<file path="src/rfe_pkg.sv">
package rfe_pkg;

  // Clock and pattern time base
  localparam int CLK_PERIOD_NS  = 40;       // 25 MHz system clock
  localparam int TICK_PERIOD_NS = 1000000;  // One pattern step of 1 ms
  localparam int TICK_CYCLES    = (TICK_PERIOD_NS + CLK_PERIOD_NS - 1) / CLK_PERIOD_NS;

  // Serial slave address (7 bits)
  localparam logic [6:0] I2C_DEV_ADDR = 7'h30;

  // Register offsets
  localparam logic [7:0] OFS_RAMP_SCALE = 8'h00;  // Ramp time multiplier
  localparam logic [7:0] OFS_FLASH      = 8'h01;  // Flash period and ramp style
  localparam logic [7:0] OFS_TMR1       = 8'h02;  // First timer on-time
  localparam logic [7:0] OFS_TMR2       = 8'h03;  // Second timer on-time
  localparam logic [7:0] OFS_MODE       = 8'h04;  // Channel mode select
  localparam logic [7:0] OFS_RAMP       = 8'h05;  // Rise and fall time codes
  localparam logic [7:0] OFS_CUR0       = 8'h06;  // Channel 1 current
  localparam logic [7:0] OFS_CUR1       = 8'h07;  // Channel 2 current
  localparam logic [7:0] OFS_CUR2       = 8'h08;  // Channel 3 current

  // Field positions
  localparam int FLASH_CODE_LSB = 0;  // Seven-bit period code
  localparam int RAMP_STYLE_BIT = 7;  // 1 = logarithmic s-shape
  localparam int RISE_LSB       = 0;  // Four-bit rise code
  localparam int FALL_LSB       = 4;  // Four-bit fall code
  localparam int SCALE_LSB      = 0;  // Two-bit shift of ramp times

  // Reset values
  localparam logic [7:0] RST_SCALE = 8'h00;
  localparam logic [7:0] RST_FLASH = 8'h00;
  localparam logic [7:0] RST_TMR   = 8'h00;
  localparam logic [7:0] RST_MODE  = 8'h00;
  localparam logic [7:0] RST_RAMP  = 8'h00;
  localparam logic [7:0] RST_CUR   = 8'h00;

  // Limits and pattern timing, in 1 ms steps
  localparam logic [7:0]  CUR_MAX        = 8'hbf;   // 191 steps of 0.125 mA
  localparam logic [6:0]  FLASH_ONE_SHOT = 7'h7f;   // Single flash code
  localparam logic [15:0] FLASH_BASE_MS  = 16'h0100;
  localparam logic [15:0] FLASH_STEP_MS  = 16'h0080;
  localparam logic [15:0] RAMP_STEP_MS   = 16'h0080;
  localparam logic [7:0]  LEVEL_FULL     = 8'hff;   // Steady, unpulsed drive

  // Per-channel mode codes
  typedef enum logic [1:0] {
    MODE_OFF = 2'b00,
    MODE_ON  = 2'b01,
    MODE_T1  = 2'b10,
    MODE_T2  = 2'b11
  } rfe_mode_t;

  // One completed register write
  typedef struct packed {
    logic       en;
    logic [7:0] addr;
    logic [7:0] data;
  } rfe_wr_t;

  // Timing handed to each blink timer
  typedef struct packed {
    logic [15:0] period_ms;
    logic [7:0]  on_code;
    logic [15:0] rise_ms;
    logic [15:0] fall_ms;
    logic        log_style;
  } rfe_tmr_cfg_t;

endpackage

</file>
<file path="src/rfe_i2c_wr.sv">
module rfe_i2c_wr
  import rfe_pkg::*;
#(
  parameter logic [6:0] DEV_ADDR = I2C_DEV_ADDR
) (
  // Clock and reset
  input  wire logic i_clk,
  input  wire logic i_resetn,
  // Serial pins, taken as synchronous
  input  wire logic i_scl,
  input  wire logic i_sda,
  output logic      o_sda_out,
  output logic      o_sda_oe,
  // Completed register writes
  output rfe_wr_t   o_wr
);

  typedef enum logic [6:0] {
    S_IDLE = 7'b0000001,
    S_ADDR = 7'b0000010,
    S_AACK = 7'b0000100,
    S_REG  = 7'b0001000,
    S_RACK = 7'b0010000,
    S_DATA = 7'b0100000,
    S_DACK = 7'b1000000
  } rfe_i2c_st_t;

  typedef struct packed {
    rfe_i2c_st_t st;   // Transfer phase
    logic        scl;  // Previous clock sample
    logic        sda;  // Previous data sample
    logic [7:0]  sh;   // Incoming byte
    logic [3:0]  cnt;  // Bits taken
    logic [7:0]  ptr;  // Register pointer
    logic        oe;   // Pulling data low
    rfe_wr_t     wr;   // Write pulse
  } rfe_i2c_q_t;

  localparam rfe_i2c_q_t I2C_RST = '{st: S_IDLE, scl: 1'b1, sda: 1'b1, sh: 8'h00,
                                     cnt: 4'h0, ptr: 8'h00, oe: 1'b0, wr: '0};

  rfe_i2c_q_t s_q;  // Registered state
  rfe_i2c_q_t s_d;  // Next state
  logic       scl_rise;
  logic       scl_fall;
  logic       start_c;
  logic       stop_c;

  // Bus sequencing; start and stop override any phase
  always_comb begin
    scl_rise = i_scl & ~s_q.scl;
    scl_fall = ~i_scl & s_q.scl;
    start_c  = i_scl & s_q.scl & s_q.sda & ~i_sda;
    stop_c   = i_scl & s_q.scl & ~s_q.sda & i_sda;
    s_d      = s_q;
    s_d.scl  = i_scl;
    s_d.sda  = i_sda;
    s_d.wr   = '0;
    unique case (s_q.st)
      S_IDLE: ;
      S_ADDR, S_REG, S_DATA: begin
        // Shift on rising clock, decide after eighth bit
        if (scl_rise && s_q.cnt != 4'h8) begin
          s_d.sh  = {s_q.sh[6:0], i_sda};
          s_d.cnt = s_q.cnt + 4'h1;
        end
        if (scl_fall && s_q.cnt == 4'h8) begin
          s_d.oe  = 1'b1;
          s_d.cnt = 4'h0;
          if (s_q.st == S_ADDR) begin
            // Reads are not served, so a read address is left unanswered
            if (s_q.sh[7:1] == DEV_ADDR && !s_q.sh[0]) begin
              s_d.st = S_AACK;
            end else begin
              s_d.st = S_IDLE;
              s_d.oe = 1'b0;
            end
          end else if (s_q.st == S_REG) begin
            s_d.ptr = s_q.sh;
            s_d.st  = S_RACK;
          end else begin
            s_d.st = S_DACK;
          end
        end
      end
      S_AACK: if (scl_fall) begin
        s_d.oe = 1'b0;
        s_d.st = S_REG;
      end
      S_RACK: if (scl_fall) begin
        s_d.oe = 1'b0;
        s_d.st = S_DATA;
      end
      S_DACK: if (scl_fall) begin
        // Whole byte acknowledged, hand it on and step the pointer
        s_d.oe = 1'b0;
        s_d.wr = '{en: 1'b1, addr: s_q.ptr, data: s_q.sh};
        s_d.ptr = s_q.ptr + 8'h01;
        s_d.st = S_DATA;
      end
    endcase
    if (start_c) begin
      s_d.st  = S_ADDR;
      s_d.cnt = 4'h0;
      s_d.oe  = 1'b0;
    end else if (stop_c) begin
      s_d.st = S_IDLE;
      s_d.oe = 1'b0;
    end
  end

  // State register
  always_ff @(posedge i_clk) begin
    if (!i_resetn) begin
      s_q <= I2C_RST;
    end else begin
      s_q <= s_d;
    end
  end

  assign o_sda_out = 1'b0;  // Open drain: only ever pulls low
  assign o_sda_oe  = s_q.oe;
  assign o_wr      = s_q.wr;

endmodule // rfe_i2c_wr

</file>
<file path="src/rfe_ramp_timer.sv">
module rfe_ramp_timer
  import rfe_pkg::*;
(
  // Clock and reset
  input  wire logic   i_clk,
  input  wire logic   i_resetn,
  // Timing and position in the flash period
  input  rfe_tmr_cfg_t i_cfg,
  input  wire logic [15:0] i_phase,
  input  wire logic   i_run,
  // Brightness level, full scale is steady on
  output logic [7:0]  o_level
);

  typedef struct packed {
    logic [7:0] level;
  } rfe_tmr_q_t;

  rfe_tmr_q_t  s_q;     // Registered state
  rfe_tmr_q_t  s_d;     // Next state
  logic [23:0] on_prod; // Period times on-time code
  logic [15:0] on_ms;   // On window, ramp included
  logic [15:0] off_e;   // Time since on window closed
  logic [7:0]  lin;     // Linear level

  // Fraction e/d scaled to 0..255; only called with e below d
  function automatic logic [7:0] frac(input logic [15:0] e, input logic [15:0] d);
    logic [23:0] p;
    p = ({8'h00, e} * 24'd255) / {8'h00, d};
    return p[7:0];
  endfunction

  // S-shaped curve: slow start and slow finish
  function automatic logic [7:0] s_curve(input logic [7:0] l);
    logic [15:0] sq;
    logic [7:0]  m;
    m  = l[7] ? (LEVEL_FULL - l) : l;
    sq = m * m;
    return l[7] ? (LEVEL_FULL - sq[14:7]) : sq[14:7];
  endfunction

  // Level from position in the period
  always_comb begin
    on_prod = i_cfg.period_ms * i_cfg.on_code;
    on_ms   = on_prod[23:8];
    off_e   = i_phase - on_ms;
    s_d     = s_q;
    lin     = 8'h00;
    if (!i_run) begin
      lin = 8'h00;
    end else if (i_phase < on_ms) begin
      // Rise sits inside the on window
      lin = (i_phase < i_cfg.rise_ms) ? frac(i_phase, i_cfg.rise_ms) : LEVEL_FULL;
    end else if (off_e < i_cfg.fall_ms) begin
      lin = LEVEL_FULL - frac(off_e, i_cfg.fall_ms);
    end
    s_d.level = i_cfg.log_style ? s_curve(lin) : lin;
  end

  // State register
  always_ff @(posedge i_clk) begin
    if (!i_resetn) begin
      s_q <= '0;
    end else begin
      s_q <= s_d;
    end
  end

  assign o_level = s_q.level;

endmodule // rfe_ramp_timer

</file>
<file path="src/rfe_flash_engine.sv">
// Summary of operation
// - Period codes 0 to 0x7E repeat, longer upward
// - Top period code flashes once, then stops
// - Timer code 0..255 sets on-time fraction
// - On-time includes the rising ramp
// - Rise and fall codes span 0 to 0xF
// - Scaling multiplies both rise and fall times
// - Style bit picks linear or s-shaped ramps
// - Steady current when on, none when off
// - Ramps are PWM with rising or falling duty
// - Rise and fall durations set independently
// - Each channel has its own current register
// - 0x08 puts channel 2 on timer one
// - First timer on-time lives at offset 2
// - Rise and fall codes live at offset 5
// - Two mode bits per channel select behaviour
// - Current code 0 to 191, 0.125 mA steps
// - First timer pulse starts at period start
// - Mode register at 0x04; 0x01 lights channel 1
module rfe_flash_engine
  import rfe_pkg::*;
#(
  parameter int         TICK_CYCLES_P = TICK_CYCLES,  // Clocks per 1 ms step
  parameter logic [6:0] DEV_ADDR      = I2C_DEV_ADDR
) (
  // Clock and reset
  input  wire logic        i_clk,
  input  wire logic        i_resetn,
  // Serial configuration port
  input  wire logic        i_scl,
  input  wire logic        i_sda,
  output logic             o_sda_out,
  output logic             o_sda_oe,
  // Channel sinks
  output logic [2:0]       o_chan_drive,
  output logic [2:0][7:0]  o_chan_current,
  // Pattern status
  output logic             o_pattern_done
);

  // Engine phases
  typedef enum logic [1:0] {
    ENG_RUN  = 2'b01,
    ENG_DONE = 2'b10
  } rfe_eng_t;

  // Whole engine state
  typedef struct packed {
    rfe_eng_t        eng;    // Running or finished one-shot
    logic [7:0]      scale;  // Ramp multiplier register
    logic [7:0]      flash;  // Period code and ramp style
    logic [7:0]      tmr1;   // First timer on-time
    logic [7:0]      tmr2;   // Second timer on-time
    logic [7:0]      mode;   // Two bits per channel
    logic [7:0]      ramp;   // Rise and fall codes
    logic [2:0][7:0] cur;    // Channel current codes
    logic [15:0]     tick;   // Clocks within the 1 ms step
    logic [15:0]     phase;  // Milliseconds into the period
    logic [7:0]      pwm;    // Fast PWM counter
    logic [2:0]      drive;  // Sink enables
  } rfe_eng_q_t;

  localparam rfe_eng_q_t ENG_RST = '{
    eng:   ENG_RUN,
    scale: RST_SCALE,
    flash: RST_FLASH,
    tmr1:  RST_TMR,
    tmr2:  RST_TMR,
    mode:  RST_MODE,
    ramp:  RST_RAMP,
    cur:   {3{RST_CUR}},
    tick:  16'h0000,
    phase: 16'h0000,
    pwm:   8'h00,
    drive: 3'b000
  };

  localparam logic [15:0] TICK_LAST = 16'(TICK_CYCLES_P - 1);

  rfe_eng_q_t   s_q;        // Registered state
  rfe_eng_q_t   s_d;        // Next state
  rfe_wr_t      wr;         // Write from the serial port
  rfe_tmr_cfg_t cfg1;       // First timer view
  rfe_tmr_cfg_t cfg2;       // Second timer view
  logic [15:0]  period_ms;  // Current flash period
  logic [15:0]  rise_ms;    // Scaled rise time
  logic [15:0]  fall_ms;    // Scaled fall time
  logic         one_shot;   // Top period code selected
  logic         run;        // Timers may light channels
  logic [7:0]   lvl1;       // First timer level
  logic [7:0]   lvl2;       // Second timer level
  logic [7:0]   lvl;        // Level of channel in loop
  logic [1:0]   chm;        // Mode of channel in loop

  // Ramp code to milliseconds, then shifted by the scale field
  function automatic logic [15:0] ramp_ms(input logic [3:0] code, input logic [1:0] sh);
    logic [15:0] base;
    base = 16'(code * RAMP_STEP_MS);
    return base << sh;
  endfunction

  // Configuration port, writes only
  rfe_i2c_wr #(
    .DEV_ADDR (DEV_ADDR)
  ) u_i2c (
    .i_clk     (i_clk),
    .i_resetn  (i_resetn),
    .i_scl     (i_scl),
    .i_sda     (i_sda),
    .o_sda_out (o_sda_out),
    .o_sda_oe  (o_sda_oe),
    .o_wr      (wr)
  );

  // Derived timing shared by both timers
  always_comb begin
    // Period grows by one step per code
    period_ms = FLASH_BASE_MS + 16'({s_q.flash[FLASH_CODE_LSB +: 7], 7'h00});
    one_shot  = (s_q.flash[FLASH_CODE_LSB +: 7] == FLASH_ONE_SHOT);
    // Rise and fall come from separate nibbles
    rise_ms   = ramp_ms(s_q.ramp[RISE_LSB +: 4], s_q.scale[SCALE_LSB +: 2]);
    fall_ms   = ramp_ms(s_q.ramp[FALL_LSB +: 4], s_q.scale[SCALE_LSB +: 2]);
    run       = (s_q.eng == ENG_RUN);
    cfg1      = '{period_ms: period_ms, on_code: s_q.tmr1, rise_ms: rise_ms,
                  fall_ms: fall_ms, log_style: s_q.flash[RAMP_STYLE_BIT]};
    cfg2      = cfg1;
    cfg2.on_code = s_q.tmr2;
  end

  // First timer; its pulse opens at phase zero
  rfe_ramp_timer u_tmr1 (
    .i_clk    (i_clk),
    .i_resetn (i_resetn),
    .i_cfg    (cfg1),
    .i_phase  (s_q.phase),
    .i_run    (run),
    .o_level  (lvl1)
  );

  // Second timer, same time slot as the first
  rfe_ramp_timer u_tmr2 (
    .i_clk    (i_clk),
    .i_resetn (i_resetn),
    .i_cfg    (cfg2),
    .i_phase  (s_q.phase),
    .i_run    (run),
    .o_level  (lvl2)
  );

  // Register writes, time base, period sequencing and channel drive
  always_comb begin
    s_d     = s_q;
    lvl     = 8'h00;
    chm     = 2'b00;
    s_d.pwm = s_q.pwm + 8'h01;

    // Millisecond step divider
    if (s_q.tick == TICK_LAST) begin
      s_d.tick = 16'h0000;
    end else begin
      s_d.tick = s_q.tick + 16'h0001;
    end

    // Period counter advances once per step
    if (s_q.tick == TICK_LAST) begin
      unique case (s_q.eng)
        ENG_RUN: begin
          if (s_q.phase >= period_ms - 16'h0001) begin
            if (one_shot) begin
              // Single flash: hold and stay dark
              s_d.eng = ENG_DONE;
            end else begin
              s_d.phase = 16'h0000;
            end
          end else begin
            s_d.phase = s_q.phase + 16'h0001;
          end
        end
        ENG_DONE: ;
      endcase
    end

    // Accepted byte lands in its register at once
    if (wr.en) begin
      unique case (wr.addr)
        OFS_RAMP_SCALE: s_d.scale = wr.data;
        OFS_FLASH: begin
          // New period restarts the pattern and re-arms a one-shot
          s_d.flash = wr.data;
          s_d.eng   = ENG_RUN;
          s_d.phase = 16'h0000;
          s_d.tick  = 16'h0000;
        end
        OFS_TMR1: s_d.tmr1 = wr.data;
        OFS_TMR2: s_d.tmr2 = wr.data;
        OFS_MODE: s_d.mode = wr.data;
        OFS_RAMP: s_d.ramp = wr.data;
        OFS_CUR0, OFS_CUR1, OFS_CUR2: begin
          // Codes above the top step are held at the top step
          s_d.cur[wr.addr[1:0] - 2'h2] = (wr.data > CUR_MAX) ? CUR_MAX : wr.data;
        end
        default: ;  // Unmapped offsets are ignored
      endcase
    end

    // Per-channel mode mux and PWM compare
    for (int ch = 0; ch < 3; ch++) begin
      chm = s_q.mode[2*ch +: 2];
      unique case (chm)
        MODE_OFF: lvl = 8'h00;
        MODE_ON:  lvl = LEVEL_FULL;
        MODE_T1:  lvl = lvl1;
        MODE_T2:  lvl = lvl2;
      endcase
      // Full level is steady; anything between is pulsed
      s_d.drive[ch] = (lvl == LEVEL_FULL) || (s_q.pwm < lvl);
    end
  end

  // State register
  always_ff @(posedge i_clk) begin
    if (!i_resetn) begin
      s_q <= ENG_RST;
    end else begin
      s_q <= s_d;
    end
  end

  // Drive and current straight from flip-flops; done decoded from the engine phase
  assign o_chan_drive   = s_q.drive;
  assign o_chan_current = s_q.cur;
  assign o_pattern_done = (s_q.eng == ENG_DONE);

endmodule // rfe_flash_engine

</file>
<file path="config.mk">
export PLATFORM = sky130hd
export DESIGN_NAME = rfe_flash_engine
export DESIGN_NICKNAME = d
export VERILOG_FILES = /design/src/rfe_pkg.sv /design/src/rfe_i2c_wr.sv /design/src/rfe_ramp_timer.sv /design/src/rfe_flash_engine.sv
export SDC_FILE = /design/constraint.sdc
export NUM_CORES = 2
export LEC_CHECK = 0
export BUFFER_PORTS_ARGS = -buffer_cell sky130_fd_sc_hd__buf_2
export CAP_MARGIN = 25
export CORE_ASPECT_RATIO = 1.2
export CORE_UTILIZATION = 51
export CTS_BUF_LIST = sky130_fd_sc_hd__clkbuf_2 sky130_fd_sc_hd__clkbuf_4 sky130_fd_sc_hd__clkbuf_8
export DETAILED_ROUTE_END_ITERATION = 7
export PLACE_DENSITY = 0.71
export SYNTH_ARGS = -nofsm -noshare
export SYNTH_HDL_FRONTEND = slang
export SYNTH_SLANG_ARGS = --single-unit
</file>
<file path="constraint.sdc">
create_clock -name i_clk -period 60 [get_ports i_clk]
set_input_delay 6 -clock i_clk [delete_from_list [all_inputs] [get_ports i_clk]]
set_output_delay 6 -clock i_clk [all_outputs]
set_load 0.01 [all_outputs]
</file>
======== Word-level counts from Yosys, hierarchy flattened ========
Cells that the tools add are included.
cells by class
  $add $sub $neg .......................... 16
  multipliers ............................. 7
  div/mod/pow operators ................... 3
  $lt $le $gt $ge ......................... 12
  equality and inequality tests ........... 43
  shift-type cells ........................ 2
  multiplexer cells ....................... 58
  bitwise operators ....................... 12
  reductions and logical operators ........ 38
operators with widths
  cell                     count
  $mux W8                  23
  $mux W106                1
  $pmux W8 S4              3
  $lt A16 B16 Y1           5
  $mux W16                 5
  $div A24 B16 Y24         3
  $mul A16 B8 Y24 const B  3
  $sub A8 B8 Y8 const A    6
  $mul A15 B8 Y23          2
  $mux W7                  5
  $add A16 B1 Y16 const B  2
  $eq A8 B3 Y1 const B     4
  $mux W32                 1
  $shl A11 B2 Y16          2
  $sub A16 B16 Y16         2
  $mul A8 B8 Y15           2
  $mux W26                 1
  $bwmux W24               1
  $eq A8 B8 Y1 const B     3
  $lt A8 B8 Y1             3
  $mux W24                 1
  $pmux W7 S3              1
  $reduce_and A2 Y1        10
  $add A8 B1 Y8 const B    2
  48 further kinds         100
word-level totals
  register bits ........................... 180
  input bits .............................. 4
  word-level logic and storage cells ...... 218

======== Longest topological paths before layout ========
  word-level depth ........................ 15
  mapped depth ............................ 249
  gate-level depth less buffers ........... 237

======== Hierarchy ========
Synthesis repeated with hierarchy kept, for this count alone.
second synthesis, totals
  cell total of the unflattened synthesis .. 11992
  area total of the unflattened synthesis .. 90444.2 µm²
by module, submodules not included
  module                   instances  cells each  area an instance (µm²)  sequential area each (µm²)
  rfe_ramp_timer (u_tmr1)  1          5526        41253.3                 160.2
  rfe_ramp_timer (u_tmr2)  1          5468        40701.5                 160.2
  rfe_flash_engine         1          745         6120.9                  2182.1
  rfe_i2c_wr               1          253         2368.5                  940.9

======== Worst setup path before layout ========
OpenSTA, ideal clock, no wires.
  kind .................................... reg-to-reg
  from .................................... reg s_q[100] in the netlist's numbering
  to ...................................... reg u_tmr2.s_q (netlist bit u_tmr2.o_level[6])
  library setup time ...................... 71 ps
  arrival ................................. 46759 ps
  path slack .............................. 13170 ps
  stages on the path, launching flop included .. 226
  path buffers ............................ 11
  cell sequence ........................... dfxtp_1 clkbuf_1 nand3_1 xnor2_1 clkbuf_1 nand2_1 fa_1 fa_1 inv_1 fa_1 inv_1 fa_1 inv_1 ha_1 inv_1 xnor2_1 ha_1 or4_1 (+190 left out) xor2_1 nand2b_1 fa_1 fa_1 inv_1 ha_1 fa_1 ha_1 o21ai_0 nand2b_1 nand2_1 or3_1 and3b_1 mux2i_2 a211oi_2 nor2_1 o31a_1 a21oi_1
between the ends
  longest elaborated chain between the ends .. 15
ends and longest elaborated chain
  what                    RTL line                 RTL
  start, declared         rfe_flash_engine.sv:80   rfe_eng_q_t s_q;
  start signal, assigned  rfe_flash_engine.sv:223  s_q <= ENG_RST;
  start signal, assigned  rfe_flash_engine.sv:225  s_q <= s_d;
  $add A9 B14 Y15 *       rfe_flash_engine.sv:118  period_ms = FLASH_BASE_MS + 16'({s_q.flash[FLASH_CODE_LSB +: 7], 7'h00});
  $mul A15 B8 Y23 *       rfe_ramp_timer.sv:44     on_prod = i_cfg.period_ms * i_cfg.on_code;
  $sub A16 B16 Y16        rfe_ramp_timer.sv:46     off_e = i_phase - on_ms;
  $mul A16 B8 Y24         rfe_ramp_timer.sv:29     p = ({8'h00, e} * 24'd255) / {8'h00, d};
  $div A24 B16 Y24        rfe_ramp_timer.sv:29
  $sub A8 B8 Y8           rfe_ramp_timer.sv:55     lin = LEVEL_FULL - frac(off_e, i_cfg.fall_ms);
  $mux W8                 rfe_ramp_timer.sv:54     end else if (off_e < i_cfg.fall_ms) begin
  $mux W8 *               rfe_ramp_timer.sv:51     end else if (i_phase < on_ms) begin
  $mux W8 *               rfe_ramp_timer.sv:49     if (!i_run) begin
  $sub A8 B8 Y8           rfe_ramp_timer.sv:37     m = l[7] ? (LEVEL_FULL - l) : l;
  $mux W8                 rfe_ramp_timer.sv:37
  $mul A8 B8 Y15          rfe_ramp_timer.sv:38     sq = m * m;
  $sub A8 B8 Y8           rfe_ramp_timer.sv:39     return l[7] ? (LEVEL_FULL - sq[14:7]) : sq[14:7];
  $mux W8                 rfe_ramp_timer.sv:39
  $mux W8 *               rfe_ramp_timer.sv:57     s_d.level = i_cfg.log_style ? s_curve(lin) : lin;
  end signal, assigned    rfe_ramp_timer.sv:63     s_q <= '0;
  end signal, assigned    rfe_ramp_timer.sv:65     s_q <= s_d;
  end, declared           rfe_ramp_timer.sv:19     rfe_tmr_q_t s_q;
Mark *: on every way between the ends. The rest lies on a longest branch, timed or not.
A chain may end at the register's enable or synchronous reset.

======== Final worst setup path ========
Ends and elaborated chain as after synthesis.

==> run summary <==
Slew Limit Headroom -> 29.6%
CP Data Required Time -> 60.41 ns
Die width -> 272 µm
Post-synth ARST share -> 0%
Leakage -> 22.1 nW
RR Endpoint -> u_tmr2.o_level[6]
CP max FO -> 23
Post-synthesis sequential area ratio -> 7.74%
Synth Register Bits -> 172
Maximum number of pins on one net before global-route repair -> 77
CP Launch Type -> flip-flop
Worst skew pair latency -> 0.49 ns
Non-Filler Instances -> 6744
GPL Wtd Cong -> 0.952
Clock Skew -> 0.0277 ns
CP dominant cell by count -> o21a_1
Vias per inst -> 6.00
Root buffer cell -> clkbuf_8
Top-count cell post-synth -> ha_1
Post-synthesis average cell area -> 7.88 µm²
DRT Pass-1 Iters -> 7
NumNets Final -> 6562
Synth Instances -> 5645
Number of port buffers -> 32
Die area -> 0.0884 mm²
Fmax -> 18.3 MHz
DR WL/cell -> 17.6 µm
WS Path Type -> flip-flop to flip-flop
Hold path cells -> 1
Worst Min Path Start -> s_q[27]
Total negative slack -> 0 ns
Worst-path clk slew -> 0.12 ns
IO Count -> 34
P per Cell Area -> 4.55 mW/mm²
Syn-to-layout area delta -> 3.77%
Worst hold-check path type -> flip-flop to flip-flop
Synthesized area -> 0.0445 mm²
Cell taking the most area after synthesis -> ha_1
Post-cts hold buffer count -> 0
Post-DP HPWL -> 98500 µm
GRT Total Usage -> 26.7%
Final Setup Violations -> 0
Dominant synthesized flop cell -> dfxtp_1
Filler instances -> 8229
Post-CTS setup buffers -> 0
Initial drt markers -> 2414
Total Wirelength -> 119000 µm
Starting Density -> 51.5%
Core Rows -> 118
R2R setup slack -> 5.46 ns
Num Clock Sinks -> 172
Worst Max-Slew Pin Slew -> 1.05 ns
Clock buffers created by TritonCTS -> 17
Final Slew Violations -> 0
Total area of sequential cells -> 0.00344 mm²
Area of the multi-input gates -> 0.0383 mm²
Crit-path slowest cell -> dfxtp_1
First-pass GRT wire length -> 197000 µm
Cell variety after synth -> 132
Worst vdd ir -> 10.9 µV
Maxcap violations -> 0
Vias in the first global route -> 39900
DR vias -> 40500
Synth warnings -> 0
RR Startpoint -> s_q[100]
DRC viols -> 0
Placed instance count -> 6711
RSZ-0062 raised after global routing -> no
Total gr overflow -> 0
Final min period -> 54.54 ns
Status -> complete, no violations
Dominant cells by area after synthesis -> ha_1 19%, fa_1 13%, dfxtp_1 7.7%
Initial antenna violation count -> 1
Clock Path Buffers -> 2
Chip Height -> 326 µm
Share of layout cells above drive strength 1 -> 6.01%
Worst path arrival time -> 54.96 ns
Worst Hold End -> s_q[27]
Fin. Hold Viols -> 0
Setup crit end kind -> flip-flop
Post-synth EDFFs -> 0
R2R depth -> 221
TritonCTS clock tree -> built
Routed Antenna Nets -> 0
Syn Nets -> 6617
CORE AREA -> 0.0864 mm²
Synth top area share -> 19.0%
CTS resizes -> 0
H-tree Lvls -> 4
Top post-synthesis cells by count -> 674 x ha_1, 554 x inv_1, 509 x nor2_1
CP peak stage delay -> 0.86 ns
Post-route clock period utilization -> 90.9%
## where the power goes
group	total, W	internal [W]	switching, W
combinational	0.00000695	0.00000242	0.00000451
clock	0.0000875	0.0000357	0.0000518
sequential	0.000116	0.000115	0.000000756
total	0.000210	0.000153	0.0000571
## worst max-delay path: cells and delay by family (launching register included)
family                     cells  cell delay, ns
xor gates and xnor gates       7            2.58
and+or+nand+nor               59           12.62
muxes                          5            1.32
adders and majority gates     32           11.80
DFF                            1            0.86
AOI/OAI and AO/OA            106           23.93
buffers and inverters         12            1.28
## logic make-up after synthesis
group | share of synthesized area [%]
simple gates | 20.9
compound gates | 22.9
fa+ha+maj | 32.3
buf+inv | 6.41
xor+xnor | 5.83
flops | 7.74
mux | 3.91
other cells | 0.00843
## placed cells by master, fill, tap and decap left out, types with 95 or more instances in the layout
master | netlist | routed
xnor2_1 | 197 | 197
and2_1 | 119 | 119
o21a_1 | 207 | 207
o21ai_0 | 232 | 228
nor2_1 | 509 | 509
nand3_1 | 102 | 102
nand2_1 | 374 | 372
nor3_1 | 205 | 204
ha_1 | 674 | 674
dfxtp_1 | 172 | 172
a21o_1 | 95 | 95
a21oi_1 | 334 | 334
fa_1 | 294 | 294
nand2b_1 | 103 | 103
inv_1 | 554 | 553
## worst max-delay path by stage
stage	startpoint	to	cells past startpoint	slack (ns)
after floorplan	s_q[100]	u_tmr2.o_level[6]	225	13.17
after global placement	s_q[100]	u_tmr2.o_level[6]	222	8.11
after detailed placement	s_q[100]	u_tmr2.o_level[6]	221	6.31
after CTS	s_q[100]	u_tmr2.o_level[6]	219	6.07
after global routing	s_q[100]	u_tmr2.o_level[6]	219	0.72
final	s_q[100]	u_tmr2.o_level[6]	221	5.46
## final cells by class
cell class | instances | area share (%)
multi-input combinational | 4757 | 82.9
sequential | 172 | 7.46
inverter | 563 | 4.58
tap | 1140 | 3.09
timing repair buffer | 79 | 1.11
clock buffer | 18 | 0.523
clock inverter | 14 | 0.374
antenna | 1 | 0.00542
## routing by layer
metal / part of all wire [%] / vias to the layer above / track usage, %
met1: 43 / 19300 / 32.0
met2: 50 / 887 / 48.7
met5: 0.0093 / - / 0
met3: 3.5 / 241 / 2.28
li1: - / 20000 / -
met4: 4.0 / 2 / 10.5
## stage by stage
stage | worst slack [ns] | total power, W | util, % | hold WS, ns | cell area (µm²)
2_1_floorplan | 13.17 | 0.000124 | - | 0.418 | 44500
3_3_place_gp | 8.11 | 0.000125 | 53.0 | 0.429 | 45800
3_5_place_dp | 6.31 | 0.000125 | 53.0 | 0.439 | 45800
4_1_cts | 6.07 | 0.000212 | 53.5 | 0.463 | 46200
5_1_grt | 0.720 | 0.000218 | 53.5 | 0.480 | 46200
6_report | 5.46 | 0.000210 | 53.5 | 0.462 | 46200
Note: power is estimated with default switching activity, not from simulation.
